## config.mk

```make
export PLATFORM = sky130hd
export DESIGN_NAME = alarm_irq_latch
export DESIGN_NICKNAME = d
export VERILOG_FILES = /design/src/rtl/alarm_irq_pkg.sv /design/src/rtl/req_latch_if.sv /design/src/rtl/alarm_irq_latch.sv /design/src/rtl/edge_req_latch.sv /design/src/rtl/irq_any.sv
export SDC_FILE = /design/constraint.sdc
export NUM_CORES = 1
export LEC_CHECK = 0
export ABC_AREA = 0
export BUFFER_PORTS_ARGS = -buffer_cell sky130_fd_sc_hd__buf_2
export CAP_MARGIN = 0
export CORE_MARGIN = 2
export CORE_UTILIZATION = 51
export CTS_BUF_LIST = sky130_fd_sc_hd__clkbuf_8
export DETAILED_ROUTE_END_ITERATION = 12
export PLACE_DENSITY_LB_ADDON = 0.08
export SYNTH_ARGS = -nofsm -noshare
export SYNTH_HDL_FRONTEND = slang
export SYNTH_SLANG_ARGS = --single-unit
```

## constraint.sdc

```tcl
create_clock -name mclk -period 2.5 [get_ports mclk]
set_clock_uncertainty 0.2 [all_clocks]
set_input_delay 0.125 -clock mclk [delete_from_list [all_inputs] [get_ports mclk]]
set_output_delay 0.125 -clock mclk [all_outputs]
set_load 0.03 [all_outputs]
```

## src/rtl/alarm_irq_pkg.sv

```systemverilog
// constants, register map and field layout for the alarm interrupt latch
// Summary of operation
// - latch one loopback request bit per remote loopback status bit at 0BH.
// - edge select at 3FH sets loopback requests on entry, exit or both.
// - set loopback request with mask bit at 31H high drives the interrupt.
// - reading the loopback request register clears every bit set at that read.
// - register 29H holds request bits for the receive alarm status at 00H.
// - interrupt active while a receive request and its 32H mask bit are both 1.
// - receive request bits: 7 signal loss, 6 out of frame, 5 AIS, 4 idle.
// - reading the receive request register clears its set bits.
// - edge select at 3FH also sets receive requests on entry, exit or both.
package alarm_irq_pkg;

  // register indices; byte address is four times the index
  localparam logic [5:0] IDX_RX_STATUS     = 6'h00;
  localparam logic [5:0] IDX_LB_STATUS     = 6'h0B;
  localparam logic [5:0] IDX_LB_REQ        = 6'h28;
  localparam logic [5:0] IDX_RX_REQ        = 6'h29;
  localparam logic [5:0] IDX_LB_MASK       = 6'h31;
  localparam logic [5:0] IDX_RX_MASK       = 6'h32;
  localparam logic [5:0] IDX_EDGE_SEL      = 6'h3F;

  localparam int LB_W  = 7;
  localparam int RX_W  = 4;
  localparam int RX_LO = 4;
  localparam int REG_W = 8;

  // loopback request bit positions
  localparam int LOOPBACK_REQ_IRQ_CH_FOUR         = 0;
  localparam int LOOPBACK_REQ_IRQ_CH_TWELVE       = 1;
  localparam int LOOPBACK_REQ_IRQ_CH_SIXTEEN      = 3;
  localparam int LOOPBACK_REQ_IRQ_CH_TWENTY       = 4;
  localparam int LOOPBACK_REQ_IRQ_CH_TWENTYFOUR   = 5;
  localparam int LOOPBACK_REQ_IRQ_CH_TWENTYEIGHT  = 6;

  // receive request bit positions
  localparam int RX_T3_SIGNAL_LOSS_IRQ       = 7;
  localparam int RX_T3_OUT_OF_FRAME_IRQ      = 6;
  localparam int RX_T3_ALARM_INDICATION_IRQ  = 5;
  localparam int RX_T3_IDLE_DETECT_IRQ       = 4;

  // edge select fields
  localparam int EDGE_RISE_BIT = 1;
  localparam int EDGE_FALL_BIT = 0;

  localparam logic             RISE_RESET    = 1'b1;
  localparam logic             FALL_RESET    = 1'b0;
  localparam logic [LB_W-1:0]  LB_MASK_RESET = 7'h00;
  localparam logic [RX_W-1:0]  RX_MASK_RESET = 4'h0;

  localparam logic [1:0] RESP_OKAY   = 2'h0;
  localparam logic [1:0] RESP_SLVERR = 2'h2;

endpackage : alarm_irq_pkg

```

## src/rtl/req_latch_if.sv

```systemverilog
// link between the register block and one edge-triggered request latch
`timescale 1ns/10ps
interface req_latch_if #(
  parameter int W = 4
);
  logic [W-1:0] status;
  logic [W-1:0] clr;
  logic [W-1:0] req;
  logic         rise_en;
  logic         fall_en;

  modport latch (input status, input clr, input rise_en, input fall_en, output req);
  modport ctrl  (output status, output clr, output rise_en, output fall_en, input req);
endinterface : req_latch_if

```

## src/rtl/alarm_irq_latch.sv

```systemverilog
// loopback and receive alarm interrupt latch with an AXI4-Lite register slave
`timescale 1ns/10ps
module alarm_irq_latch
  import alarm_irq_pkg::*;
#(
  parameter int ADDR_W = 8
) (
  input  wire logic              mclk,
  input  wire logic              rst,
  input  wire logic [LB_W-1:0]   loopback_status,
  input  wire logic [RX_W-1:0]   rx_t3_status,
  output logic                   irq,
  input  wire logic [ADDR_W-1:0] s_axi_awaddr,
  input  wire logic [2:0]        s_axi_awprot,
  input  wire logic              s_axi_awvalid,
  output logic                   s_axi_awready,
  input  wire logic [31:0]       s_axi_wdata,
  input  wire logic [3:0]        s_axi_wstrb,
  input  wire logic              s_axi_wvalid,
  output logic                   s_axi_wready,
  output logic [1:0]             s_axi_bresp,
  output logic                   s_axi_bvalid,
  input  wire logic              s_axi_bready,
  input  wire logic [ADDR_W-1:0] s_axi_araddr,
  input  wire logic [2:0]        s_axi_arprot,
  input  wire logic              s_axi_arvalid,
  output logic                   s_axi_arready,
  output logic [31:0]            s_axi_rdata,
  output logic [1:0]             s_axi_rresp,
  output logic                   s_axi_rvalid,
  input  wire logic              s_axi_rready
);

  ////////////////////////////////////////////////////////////////////////////
  // state

  typedef struct packed {
    logic              aw_ready;
    logic              w_ready;
    logic              ar_ready;
    logic              aw_have;
    logic              w_have;
    logic              b_valid;
    logic              r_valid;
    logic [ADDR_W-1:0] aw_addr;
    logic [31:0]       w_data;
    logic [3:0]        w_strb;
    logic [1:0]        b_resp;
    logic [1:0]        r_resp;
    logic [31:0]       r_data;
    logic [LB_W-1:0]   lb_mask;
    logic [RX_W-1:0]   rx_mask;
    logic              rise_en;
    logic              fall_en;
    logic              irq;
  } state_s;

  state_s s;
  state_s next_s;

  req_latch_if #(.W(LB_W)) lb_if ();
  req_latch_if #(.W(RX_W)) rx_if ();

  logic            lb_any;
  logic            rx_any;
  logic [5:0]      rd_idx;
  logic [5:0]      wr_idx;
  logic            rd_take;
  logic [LB_W-1:0] lb_clr;
  logic [RX_W-1:0] rx_clr;
  logic            rd_lb_req;
  logic            rd_rx_req;
  logic            rd_hit;
  logic            wr_fire;
  logic            wr_hit;
  logic            wr_lb_mask;
  logic            wr_rx_mask;
  logic            wr_edge_sel;
  logic            irq_any_req;

  logic [REG_W-1:0] rd_word;

  // named views of the request bits
  logic loopback_req_irq_ch_four;
  logic loopback_req_irq_ch_twelve;
  logic loopback_req_irq_ch_sixteen;
  logic loopback_req_irq_ch_twenty;
  logic loopback_req_irq_ch_twentyfour;
  logic loopback_req_irq_ch_twentyeight;
  logic rx_t3_signal_loss_irq;
  logic rx_t3_out_of_frame_irq;
  logic rx_t3_alarm_indication_irq;
  logic rx_t3_idle_detect_irq;

  ////////////////////////////////////////////////////////////////////////////
  // request latches and masking

  assign lb_if.status  = loopback_status;
  assign lb_if.clr     = lb_clr;
  assign lb_if.rise_en = s.rise_en;
  assign lb_if.fall_en = s.fall_en;

  assign rx_if.status  = rx_t3_status;
  assign rx_if.clr     = rx_clr;
  assign rx_if.rise_en = s.rise_en;
  assign rx_if.fall_en = s.fall_en;

  edge_req_latch #(.W(LB_W)) u_lb_latch (
    .mclk (mclk),
    .rst  (rst),
    .lat  (lb_if.latch)
  );

  edge_req_latch #(.W(RX_W)) u_rx_latch (
    .mclk (mclk),
    .rst  (rst),
    .lat  (rx_if.latch)
  );

  irq_any #(.W(LB_W)) u_lb_any (
    .req  (lb_if.req),
    .mask (s.lb_mask),
    .any  (lb_any)
  );

  irq_any #(.W(RX_W)) u_rx_any (
    .req  (rx_if.req),
    .mask (s.rx_mask),
    .any  (rx_any)
  );

  assign loopback_req_irq_ch_four        = lb_if.req[LOOPBACK_REQ_IRQ_CH_FOUR];
  assign loopback_req_irq_ch_twelve      = lb_if.req[LOOPBACK_REQ_IRQ_CH_TWELVE];
  assign loopback_req_irq_ch_sixteen     = lb_if.req[LOOPBACK_REQ_IRQ_CH_SIXTEEN];
  assign loopback_req_irq_ch_twenty      = lb_if.req[LOOPBACK_REQ_IRQ_CH_TWENTY];
  assign loopback_req_irq_ch_twentyfour  = lb_if.req[LOOPBACK_REQ_IRQ_CH_TWENTYFOUR];
  assign loopback_req_irq_ch_twentyeight = lb_if.req[LOOPBACK_REQ_IRQ_CH_TWENTYEIGHT];

  assign rx_t3_signal_loss_irq      = rx_if.req[RX_T3_SIGNAL_LOSS_IRQ - RX_LO];
  assign rx_t3_out_of_frame_irq     = rx_if.req[RX_T3_OUT_OF_FRAME_IRQ - RX_LO];
  assign rx_t3_alarm_indication_irq = rx_if.req[RX_T3_ALARM_INDICATION_IRQ - RX_LO];
  assign rx_t3_idle_detect_irq      = rx_if.req[RX_T3_IDLE_DETECT_IRQ - RX_LO];

  ////////////////////////////////////////////////////////////////////////////
  // read decode and read-clear

  assign rd_idx    = s_axi_araddr[7:2];
  assign wr_idx    = s.aw_addr[7:2];
  assign rd_take   = s_axi_arvalid && s.ar_ready;
  assign rd_lb_req = rd_take && (rd_idx == IDX_LB_REQ);
  assign rd_rx_req = rd_take && (rd_idx == IDX_RX_REQ);

  // only the bits returned by this read are cleared
  always_comb begin
    lb_clr = '0;
    rx_clr = '0;
    if (rd_lb_req) begin
      lb_clr = lb_if.req;
    end
    if (rd_rx_req) begin
      rx_clr = rx_if.req;
    end
  end

  function automatic logic [REG_W-1:0] read_reg(input logic [5:0] idx);
    logic [REG_W-1:0] v;
    v = '0;
    case (idx)
      IDX_RX_STATUS: begin
        v[RX_LO +: RX_W] = rx_t3_status;
      end
      IDX_LB_STATUS: begin
        v[LB_W-1:0] = loopback_status;
      end
      IDX_LB_REQ: begin
        v[LOOPBACK_REQ_IRQ_CH_FOUR]        = loopback_req_irq_ch_four;
        v[LOOPBACK_REQ_IRQ_CH_TWELVE]      = loopback_req_irq_ch_twelve;
        v[LOOPBACK_REQ_IRQ_CH_SIXTEEN]     = loopback_req_irq_ch_sixteen;
        v[LOOPBACK_REQ_IRQ_CH_SIXTEEN - 1] = lb_if.req[LOOPBACK_REQ_IRQ_CH_SIXTEEN - 1];
        v[LOOPBACK_REQ_IRQ_CH_TWENTY]      = loopback_req_irq_ch_twenty;
        v[LOOPBACK_REQ_IRQ_CH_TWENTYFOUR]  = loopback_req_irq_ch_twentyfour;
        v[LOOPBACK_REQ_IRQ_CH_TWENTYEIGHT] = loopback_req_irq_ch_twentyeight;
      end
      IDX_RX_REQ: begin
        v[RX_T3_SIGNAL_LOSS_IRQ]      = rx_t3_signal_loss_irq;
        v[RX_T3_OUT_OF_FRAME_IRQ]     = rx_t3_out_of_frame_irq;
        v[RX_T3_ALARM_INDICATION_IRQ] = rx_t3_alarm_indication_irq;
        v[RX_T3_IDLE_DETECT_IRQ]      = rx_t3_idle_detect_irq;
      end
      IDX_LB_MASK: begin
        v[LB_W-1:0] = s.lb_mask;
      end
      IDX_RX_MASK: begin
        v[RX_LO +: RX_W] = s.rx_mask;
      end
      IDX_EDGE_SEL: begin
        v[EDGE_RISE_BIT] = s.rise_en;
        v[EDGE_FALL_BIT] = s.fall_en;
      end
      default: begin
        v = '0;
      end
    endcase
    return v;
  endfunction : read_reg

  function automatic logic idx_mapped(input logic [5:0] idx);
    logic hit;
    hit = 1'b0;
    case (idx)
      IDX_RX_STATUS, IDX_LB_STATUS, IDX_LB_REQ, IDX_RX_REQ,
      IDX_LB_MASK, IDX_RX_MASK, IDX_EDGE_SEL: begin
        hit = 1'b1;
      end
      default: begin
        hit = 1'b0;
      end
    endcase
    return hit;
  endfunction : idx_mapped

  assign rd_word = read_reg(rd_idx);
  assign rd_hit  = idx_mapped(rd_idx);

  ////////////////////////////////////////////////////////////////////////////
  // write decode

  assign wr_fire = s.aw_have && s.w_have && !s.b_valid;
  assign wr_hit  = idx_mapped(wr_idx);

  // one strobe per writable register, only in the commit cycle;
  // registers live in byte lane 0 and read-only ones ignore writes
  always_comb begin
    wr_lb_mask  = 1'b0;
    wr_rx_mask  = 1'b0;
    wr_edge_sel = 1'b0;
    if (wr_fire && s.w_strb[0]) begin
      case (wr_idx)
        IDX_LB_MASK: begin
          wr_lb_mask = 1'b1;
        end
        IDX_RX_MASK: begin
          wr_rx_mask = 1'b1;
        end
        IDX_EDGE_SEL: begin
          wr_edge_sel = 1'b1;
        end
        default: begin
          wr_edge_sel = 1'b0;
        end
      endcase
    end
  end

  ////////////////////////////////////////////////////////////////////////////
  // interrupt

  // either group alone is enough to hold the pin
  assign irq_any_req = lb_any || rx_any;

  ////////////////////////////////////////////////////////////////////////////
  // next state

  always_comb begin
    next_s = s;

    // write address and data are taken independently, either order
    if (s_axi_awvalid && s.aw_ready) begin
      next_s.aw_have  = 1'b1;
      next_s.aw_addr  = s_axi_awaddr;
      next_s.aw_ready = 1'b0;
    end
    if (s_axi_wvalid && s.w_ready) begin
      next_s.w_have  = 1'b1;
      next_s.w_data  = s_axi_wdata;
      next_s.w_strb  = s_axi_wstrb;
      next_s.w_ready = 1'b0;
    end

    if (s.b_valid && s_axi_bready) begin
      next_s.b_valid  = 1'b0;
      next_s.aw_ready = 1'b1;
      next_s.w_ready  = 1'b1;
    end

    if (wr_fire) begin
      next_s.aw_have = 1'b0;
      next_s.w_have  = 1'b0;
      next_s.b_valid = 1'b1;
      next_s.b_resp  = wr_hit ? RESP_OKAY : RESP_SLVERR;
    end
    if (wr_lb_mask) begin
      next_s.lb_mask = s.w_data[LB_W-1:0];
    end
    if (wr_rx_mask) begin
      next_s.rx_mask = s.w_data[RX_LO +: RX_W];
    end
    if (wr_edge_sel) begin
      next_s.rise_en = s.w_data[EDGE_RISE_BIT];
      next_s.fall_en = s.w_data[EDGE_FALL_BIT];
    end

    if (s.r_valid && s_axi_rready) begin
      next_s.r_valid  = 1'b0;
      next_s.ar_ready = 1'b1;
    end
    if (rd_take) begin
      next_s.ar_ready = 1'b0;
      next_s.r_valid  = 1'b1;
      next_s.r_data   = {{(32 - REG_W){1'b0}}, rd_word};
      next_s.r_resp   = rd_hit ? RESP_OKAY : RESP_SLVERR;
    end

    // one cycle behind the request bits, so the pin is a clean flop
    next_s.irq = irq_any_req;
  end

  always_ff @(posedge mclk or posedge rst) begin
    if (rst) begin
      s          <= '0;
      s.aw_ready <= 1'b1;
      s.w_ready  <= 1'b1;
      s.ar_ready <= 1'b1;
      s.lb_mask  <= LB_MASK_RESET;
      s.rx_mask  <= RX_MASK_RESET;
      s.rise_en  <= RISE_RESET;
      s.fall_en  <= FALL_RESET;
    end else begin
      s <= next_s;
    end
  end

  ////////////////////////////////////////////////////////////////////////////
  // outputs

  assign irq           = s.irq;
  assign s_axi_awready = s.aw_ready;
  assign s_axi_wready  = s.w_ready;
  assign s_axi_bvalid  = s.b_valid;
  assign s_axi_bresp   = s.b_resp;
  assign s_axi_arready = s.ar_ready;
  assign s_axi_rvalid  = s.r_valid;
  assign s_axi_rdata   = s.r_data;
  assign s_axi_rresp   = s.r_resp;

endmodule : alarm_irq_latch

```

## src/rtl/edge_req_latch.sv

```systemverilog
// sticky request bits set on selected edges of a status vector
`timescale 1ns/10ps
module edge_req_latch #(
  parameter int W = 4
) (
  input wire logic  mclk,
  input wire logic  rst,
  req_latch_if.latch lat
);
  typedef struct packed {
    logic [W-1:0] prev;
    logic [W-1:0] req;
  } latch_s;

  latch_s       s;
  latch_s       next_s;
  logic [W-1:0] set;

  always_comb begin
    set = '0;
    if (lat.rise_en) begin
      set = set | (lat.status & ~s.prev);
    end
    if (lat.fall_en) begin
      set = set | (~lat.status & s.prev);
    end
    next_s      = s;
    next_s.prev = lat.status;
    // a new edge in the clearing cycle survives the read
    next_s.req  = (s.req & ~lat.clr) | set;
  end

  always_ff @(posedge mclk or posedge rst) begin
    if (rst) begin
      s <= '0;
    end else begin
      s <= next_s;
    end
  end

  assign lat.req = s.req;
endmodule : edge_req_latch

```

## src/rtl/irq_any.sv

```systemverilog
// one masked OR of a request group
`timescale 1ns/10ps
module irq_any #(
  parameter int W = 4
) (
  input  wire logic [W-1:0] req,
  input  wire logic [W-1:0] mask,
  output logic              any
);
  assign any = |(req & mask);
endmodule : irq_any

```

After elaboration in Yosys (flattened, before gate mapping)
Cells that the tools add are included.
W data, S select, Z words.
Operators by class
  eq/ne operators: 12
  multiplexer cells: 31
  bitwise operators: 18
  reductions and logical operators: 24
Operators by type and width (number)
  $eq A6 B6 Y1 const B: 10
  $and A7 B7 Y7: 4
  $mux W7: 3
  $not A7 Y7: 3
  $reduce_or A7 Y1: 3
  $pmux W3 S6: 1
  $mux W1: 17
  $and A4 B4 Y4: 4
  $or A7 B7 Y7: 2
  $eq A6 B4 Y1 const B: 2
  $logic_not A6 Y1: 2
  $mux W4: 3
  $not A4 Y4: 3
  $reduce_bool A2 Y1: 6
  $logic_and A1 B1 Y1: 10
  $or A4 B4 Y4: 2
  $pmux W2 S4: 1
  $mux W2: 3
  $pmux W2 S3: 1
  $reduce_or A4 Y1: 1
  $mux W3: 1
  $pmux W1 S3: 1
  $logic_not A1 Y1: 1
  $logic_or A1 B1 Y1: 1
Storage, ports and cells
  bits in registers: 72
  input port bits: 76
  output and inout bits: 42
  logic and storage cells: 107

Depth between registers and ports, before layout
  word-level depth: 6
  depth in mapped cells: 5
  mapped depth without buffers: 4

Hierarchy
Synthesis repeated with hierarchy kept, for this count alone.
Unflattened totals
  cell total of the unflattened synthesis: 317
  area, all modules: 3573.4 µm²
By module, submodules not included
  alarm_irq_latch: times used 1, cells an instance 231, area each 2553.7 µm²
  edge_req_latch at u_lb_latch: times used 1, cells an instance 50, area each 616.8 µm²
  edge_req_latch at u_rx_latch: times used 1, cells an instance 29, area each 354.1 µm²
  irq_any at u_lb_any: times used 1, cells an instance 4, area each 30.0 µm²
  irq_any at u_rx_any: times used 1, cells an instance 3, area each 18.8 µm²

Worst setup path after synthesis
OpenSTA, ideal clock, no wires.
  path kind: flip-flop to flip-flop
  from: reg s[88] in the netlist's numbering
  to: reg s[3] in the netlist's numbering
  library setup time: 0.125 ns
  data arrival time: 1.662 ns
  path slack: 0.513 ns
  cell stages (with the launch flop): 4
  buffers on the path: 0
  cell sequence: dfrtp_1 > or4b_2 > nor3_4 > mux2_2
Between the ends
  cells in the longest elaborated chain, start to end: 3
RTL lines
  start: declaration: line alarm_irq_latch.sv:58  | state_s s;
  start signal: assignment: line alarm_irq_latch.sv:329  | s <= next_s;
  $eq A6 B6 Y1: line alarm_irq_latch.sv:238  | case (wr_idx)
  $mux W1: line alarm_irq_latch.sv:238
  $mux W1: line alarm_irq_latch.sv:237  | if (wr_fire && s.w_strb[0]) begin
Every way passes these cells.
A chain may end at the register's enable or synchronous reset.

Final worst setup path
Same ends and word-level chain as after synthesis.

==> results.json <==
{
  "status": "complete, no violations",
  "synth-seq-area-share": 0.5297,
  "grt_max_degree": 69,
  "power_per_cell_area_nw_per_um2": 889.2,
  "globalRoute.totalOverflow": 0,
  "clk_root_buffer_cell": "clkbuf_8",
  "power.combinational.fraction": 0.275,
  "count_of_buffers_from_port_buffering": 54,
  "cp_data_arrival_time_ps": 2120,
  "routedWlPerCell_um": 15.22,
  "cts_htree_levels": 3,
  "min_period_ps": 2104,
  "ys.flop_type": "dfrtp_1",
  "first_pass_grt_wire_length_um": 11390,
  "worstSetupStartpoint": "s[88]$_DFFE_PP0P_",
  "critical_path.slowest_cell": "or4b_2",
  "netlist_area_um2": 3222,
  "synth_top_cells_by_count": "dfrtp_1, buf_4, mux2_2",
  "initial_core_utilization": 0.5347,
  "postRouteWirelength_um": 6894,
  "io_pins": 118,
  "seqPwrFrac": 0.475,
  "max-clock-path-buffers": 2,
  "hold_path.startpoint": "s_axi_araddr[3]",
  "drt_pre_antenna_iters": 4,
  "peakVddDrop_mv": 0.5034,
  "final.period_utilization": 0.8414,
  "setup_total_negative_slack_ps": 0,
  "drt.antenna.violating_nets": 0,
  "post_drt_via_cell_ratio": 5.331,
  "power_switching_share": 0.3393,
  "number_of_clock_sinks": 68,
  "insertedDiodeCount": 0,
  "cp_class": "flop to flop",
  "worst_hold_path_type": "input pin to flop",
  "antenna_found_initial": 0,
  "achievable_freq_ghz": 0.4754,
  "path_buf_inv": 0,
  "setup_repair_after_global_routing_missed_its_margin": "no",
  "worstPathMaxFanout": 7,
  "synthTopCellsByArea": "dfrtp_1, mux2_2, buf_4",
  "worst_setup_path_end_kind": "flop",
  "critical_path.startpoint_type": "flop",
  "leakagePower_uw": 0.001857,
  "post-place-ws_ps": 393.0,
  "library_cell_occupying_the_most_area_in_the_post_synthesis_netlist": "dfrtp_1",
  "globalRouteTotalUtil": 0.2067,
  "setup_violations": 0,
  "drive_above_1_share": 0.2884,
  "num_rows": 28,
  "gp_congestion": 0.8210,
  "syn-mean-instance-area_um2": 11.27,
  "tightest_slew_ps": 605.7,
  "utilization": 0.6580,
  "post_synth_inst_count": 286,
  "synth_enable_flop_cells": 0,
  "final_net_count": 449,
  "ffs_latches_synth": 68,
  "die_h_um": 83.48,
  "final.fill_count": 497,
  "drtIter0Drc": 148,
  "yosys.cell_types.count": 33,
  "vias": 2415,
  "dp.final_hpwl_um": 4622,
  "post-route-drc-count": 0,
  "filler_free_cell_count_of_the_finished_design": 453,
  "tritoncts.num_buffers": 9,
  "design.die.area_um2": 6969,
  "share_clk_of_total_power": 0.250,
  "timing.critical_path.required_ps": 2520,
  "r2r-start": "s[88]$_DFFE_PP0P_",
  "postSynth.asyncResetShare": 1.000,
  "timing.critical_path.cells": "or4b_2, nor3_4, mux2_2",
  "crit_path_max_delay_family": "simple AND/OR/NAND/NOR gates",
  "tritoncts": "built",
  "netlist.area_leader.share": 0.4971,
  "maxCapViolations": 0,
  "relSlewSlack": 0.5932,
  "placedCellCount": 403,
  "number_of_hold_violations_in_the_final_report": 0,
  "worst_skew_pair.late_latency_ps": 330,
  "yosysMostFrequentCell": "dfrtp_1",
  "timing.final.max_slew_violations": 0,
  "syn2layout_area_growth_pct": 23.07,
  "core_footprint_um2": 6026,
  "chipWidth_um": 83.48,
  "total_switching_power_uw": 1196,
  "cell_internal_pwr_uw": 2329,
  "grt_pass1_vias": 2372,
  "worst_setup_hold_path_clk_slew_ps": 70,
  "synthesis.yosys.warnings": 0,
  "cpPeakStageDelay_ps": 750,
  "timing.final.ws_setup_ps": 396.4
}
-- per-layer routing --
layer	wire length, µm	GRT usage	vias to the layer above	part of all wire
met5	0	0	-	0
met4	78	0.07918	0	0.011
met3	300	0.04352	10	0.044
met2	3435	0.3424	73	0.50
met1	3079	0.2681	1167	0.45
li1	-	-	1165	-
-- worst paths after layout --
| kind | endpoint | slack, ps | cells after the start |
|---|---|---|---|
| setup / recovery | s[3]$_DFFE_PP0P_ | 400 | 3 |
| setup reg to reg | s[3]$_DFFE_PP0P_ | 400 | 3 |
| hold reg to reg | u_rx_latch.lat.req[2]$_DFF_PP0_ | 290 | 1 |
| hold / removal | s_axi_rresp[1]$_DFFE_PP0P_ | 110 | 5 |
| min in group asynchronous | u_rx_latch.lat.req[3]$_DFF_PP0_ | 200 | 4 |
| max in group asynchronous | lb_if.rise_en$_DFFE_PP1P_ | 1580 | 4 |
-- area by class of cell --
class / count / area, µm² / share of cell area
clock buffers: 10 / 137.6 / 0.03471
well taps: 75 / 93.84 / 0.02367
clock inverters: 6 / 56.30 / 0.01420
flip-flops and latches: 68 / 1707 / 0.4304
inverters: 17 / 63.81 / 0.01609
repair buffers: 92 / 653.1 / 0.1647
multi-input cells: 185 / 1254 / 0.3162
-- cell usage in the layout (no fill, tap or decap), types with 9 or more instances in the layout --
cell	count
dfrtp_1	64
buf_2	54
dlygate4sd3_1	34
mux2_2	28
conb_1	26
nand2_1	18
inv_1	18
nor2_1	13
nand3b_1	12
o221ai_1	12
a22oi_1	10
a21oi_1	10
clkbuf_8	10
nand3_1	9
a221oi_1	9
o21ai_0	9
-- kinds of logic (layout without fill, tap and decap cells) --
group           Yosys count  after routing  share of synthesized area
compound gates           54             54                     0.1204
other cells               1             26                   0.001164
mux                      32             32                     0.1103
buf+inv                  58            125                     0.1103
flops                    68             68                     0.5297
simple gates             73             73                     0.1282
-- stage by stage --
step	instance area [µm²]	hold slack [ps]	total power, µW
6_report	3965	106.7	3526
5_1_grt	3965	138.7	3727
4_1_cts	3965	91.93	3554
3_5_place_dp	3431	32.91	2613
3_3_place_gp	3431	31.07	2590
2_1_floorplan	3316	-43.57	2442
-- power by group through the flow --
| stage | registers, µW | clock network [µW] | logic (µW) |
|---|---|---|---|
| CTS | 1680 | 905 | 973 |
| global route | 1720 | 953 | 1050 |
| floorplan | 1660 | 0 | 783 |
| detailed placement | 1700 | 0 | 915 |
| global placement | 1690 | 0 | 903 |
| finish | 1680 | 881 | 969 |
-- registers in the layout, summed over array words and instances, names as in the netlist, 4 cells and up --
name                flops
u_rx_latch.lat.req      4
u_lb_latch.s            7
u_lb_latch.lat.req      7
s_axi_rdata             8
u_rx_latch.s            4
s                      28
-- tightest hold or removal path, stage by stage --
cell	delay, ps
buf_2	120
nand3_1	100
a21oi_1	50
nor2_1	90
a22o_1	120
-- repair_timing --
| item | 4_1_cts | 5_1_grt |
|---|---|---|
| endpoints found under the setup margin | 0 | 0 |
| gates resized for setup | 0 | 0 |
| hold buffers | 34 | 0 |
| setup buffers | 0 | 0 |
| hold endpoints to repair | 120 | 0 |
(Power assumes the default switching activity.)
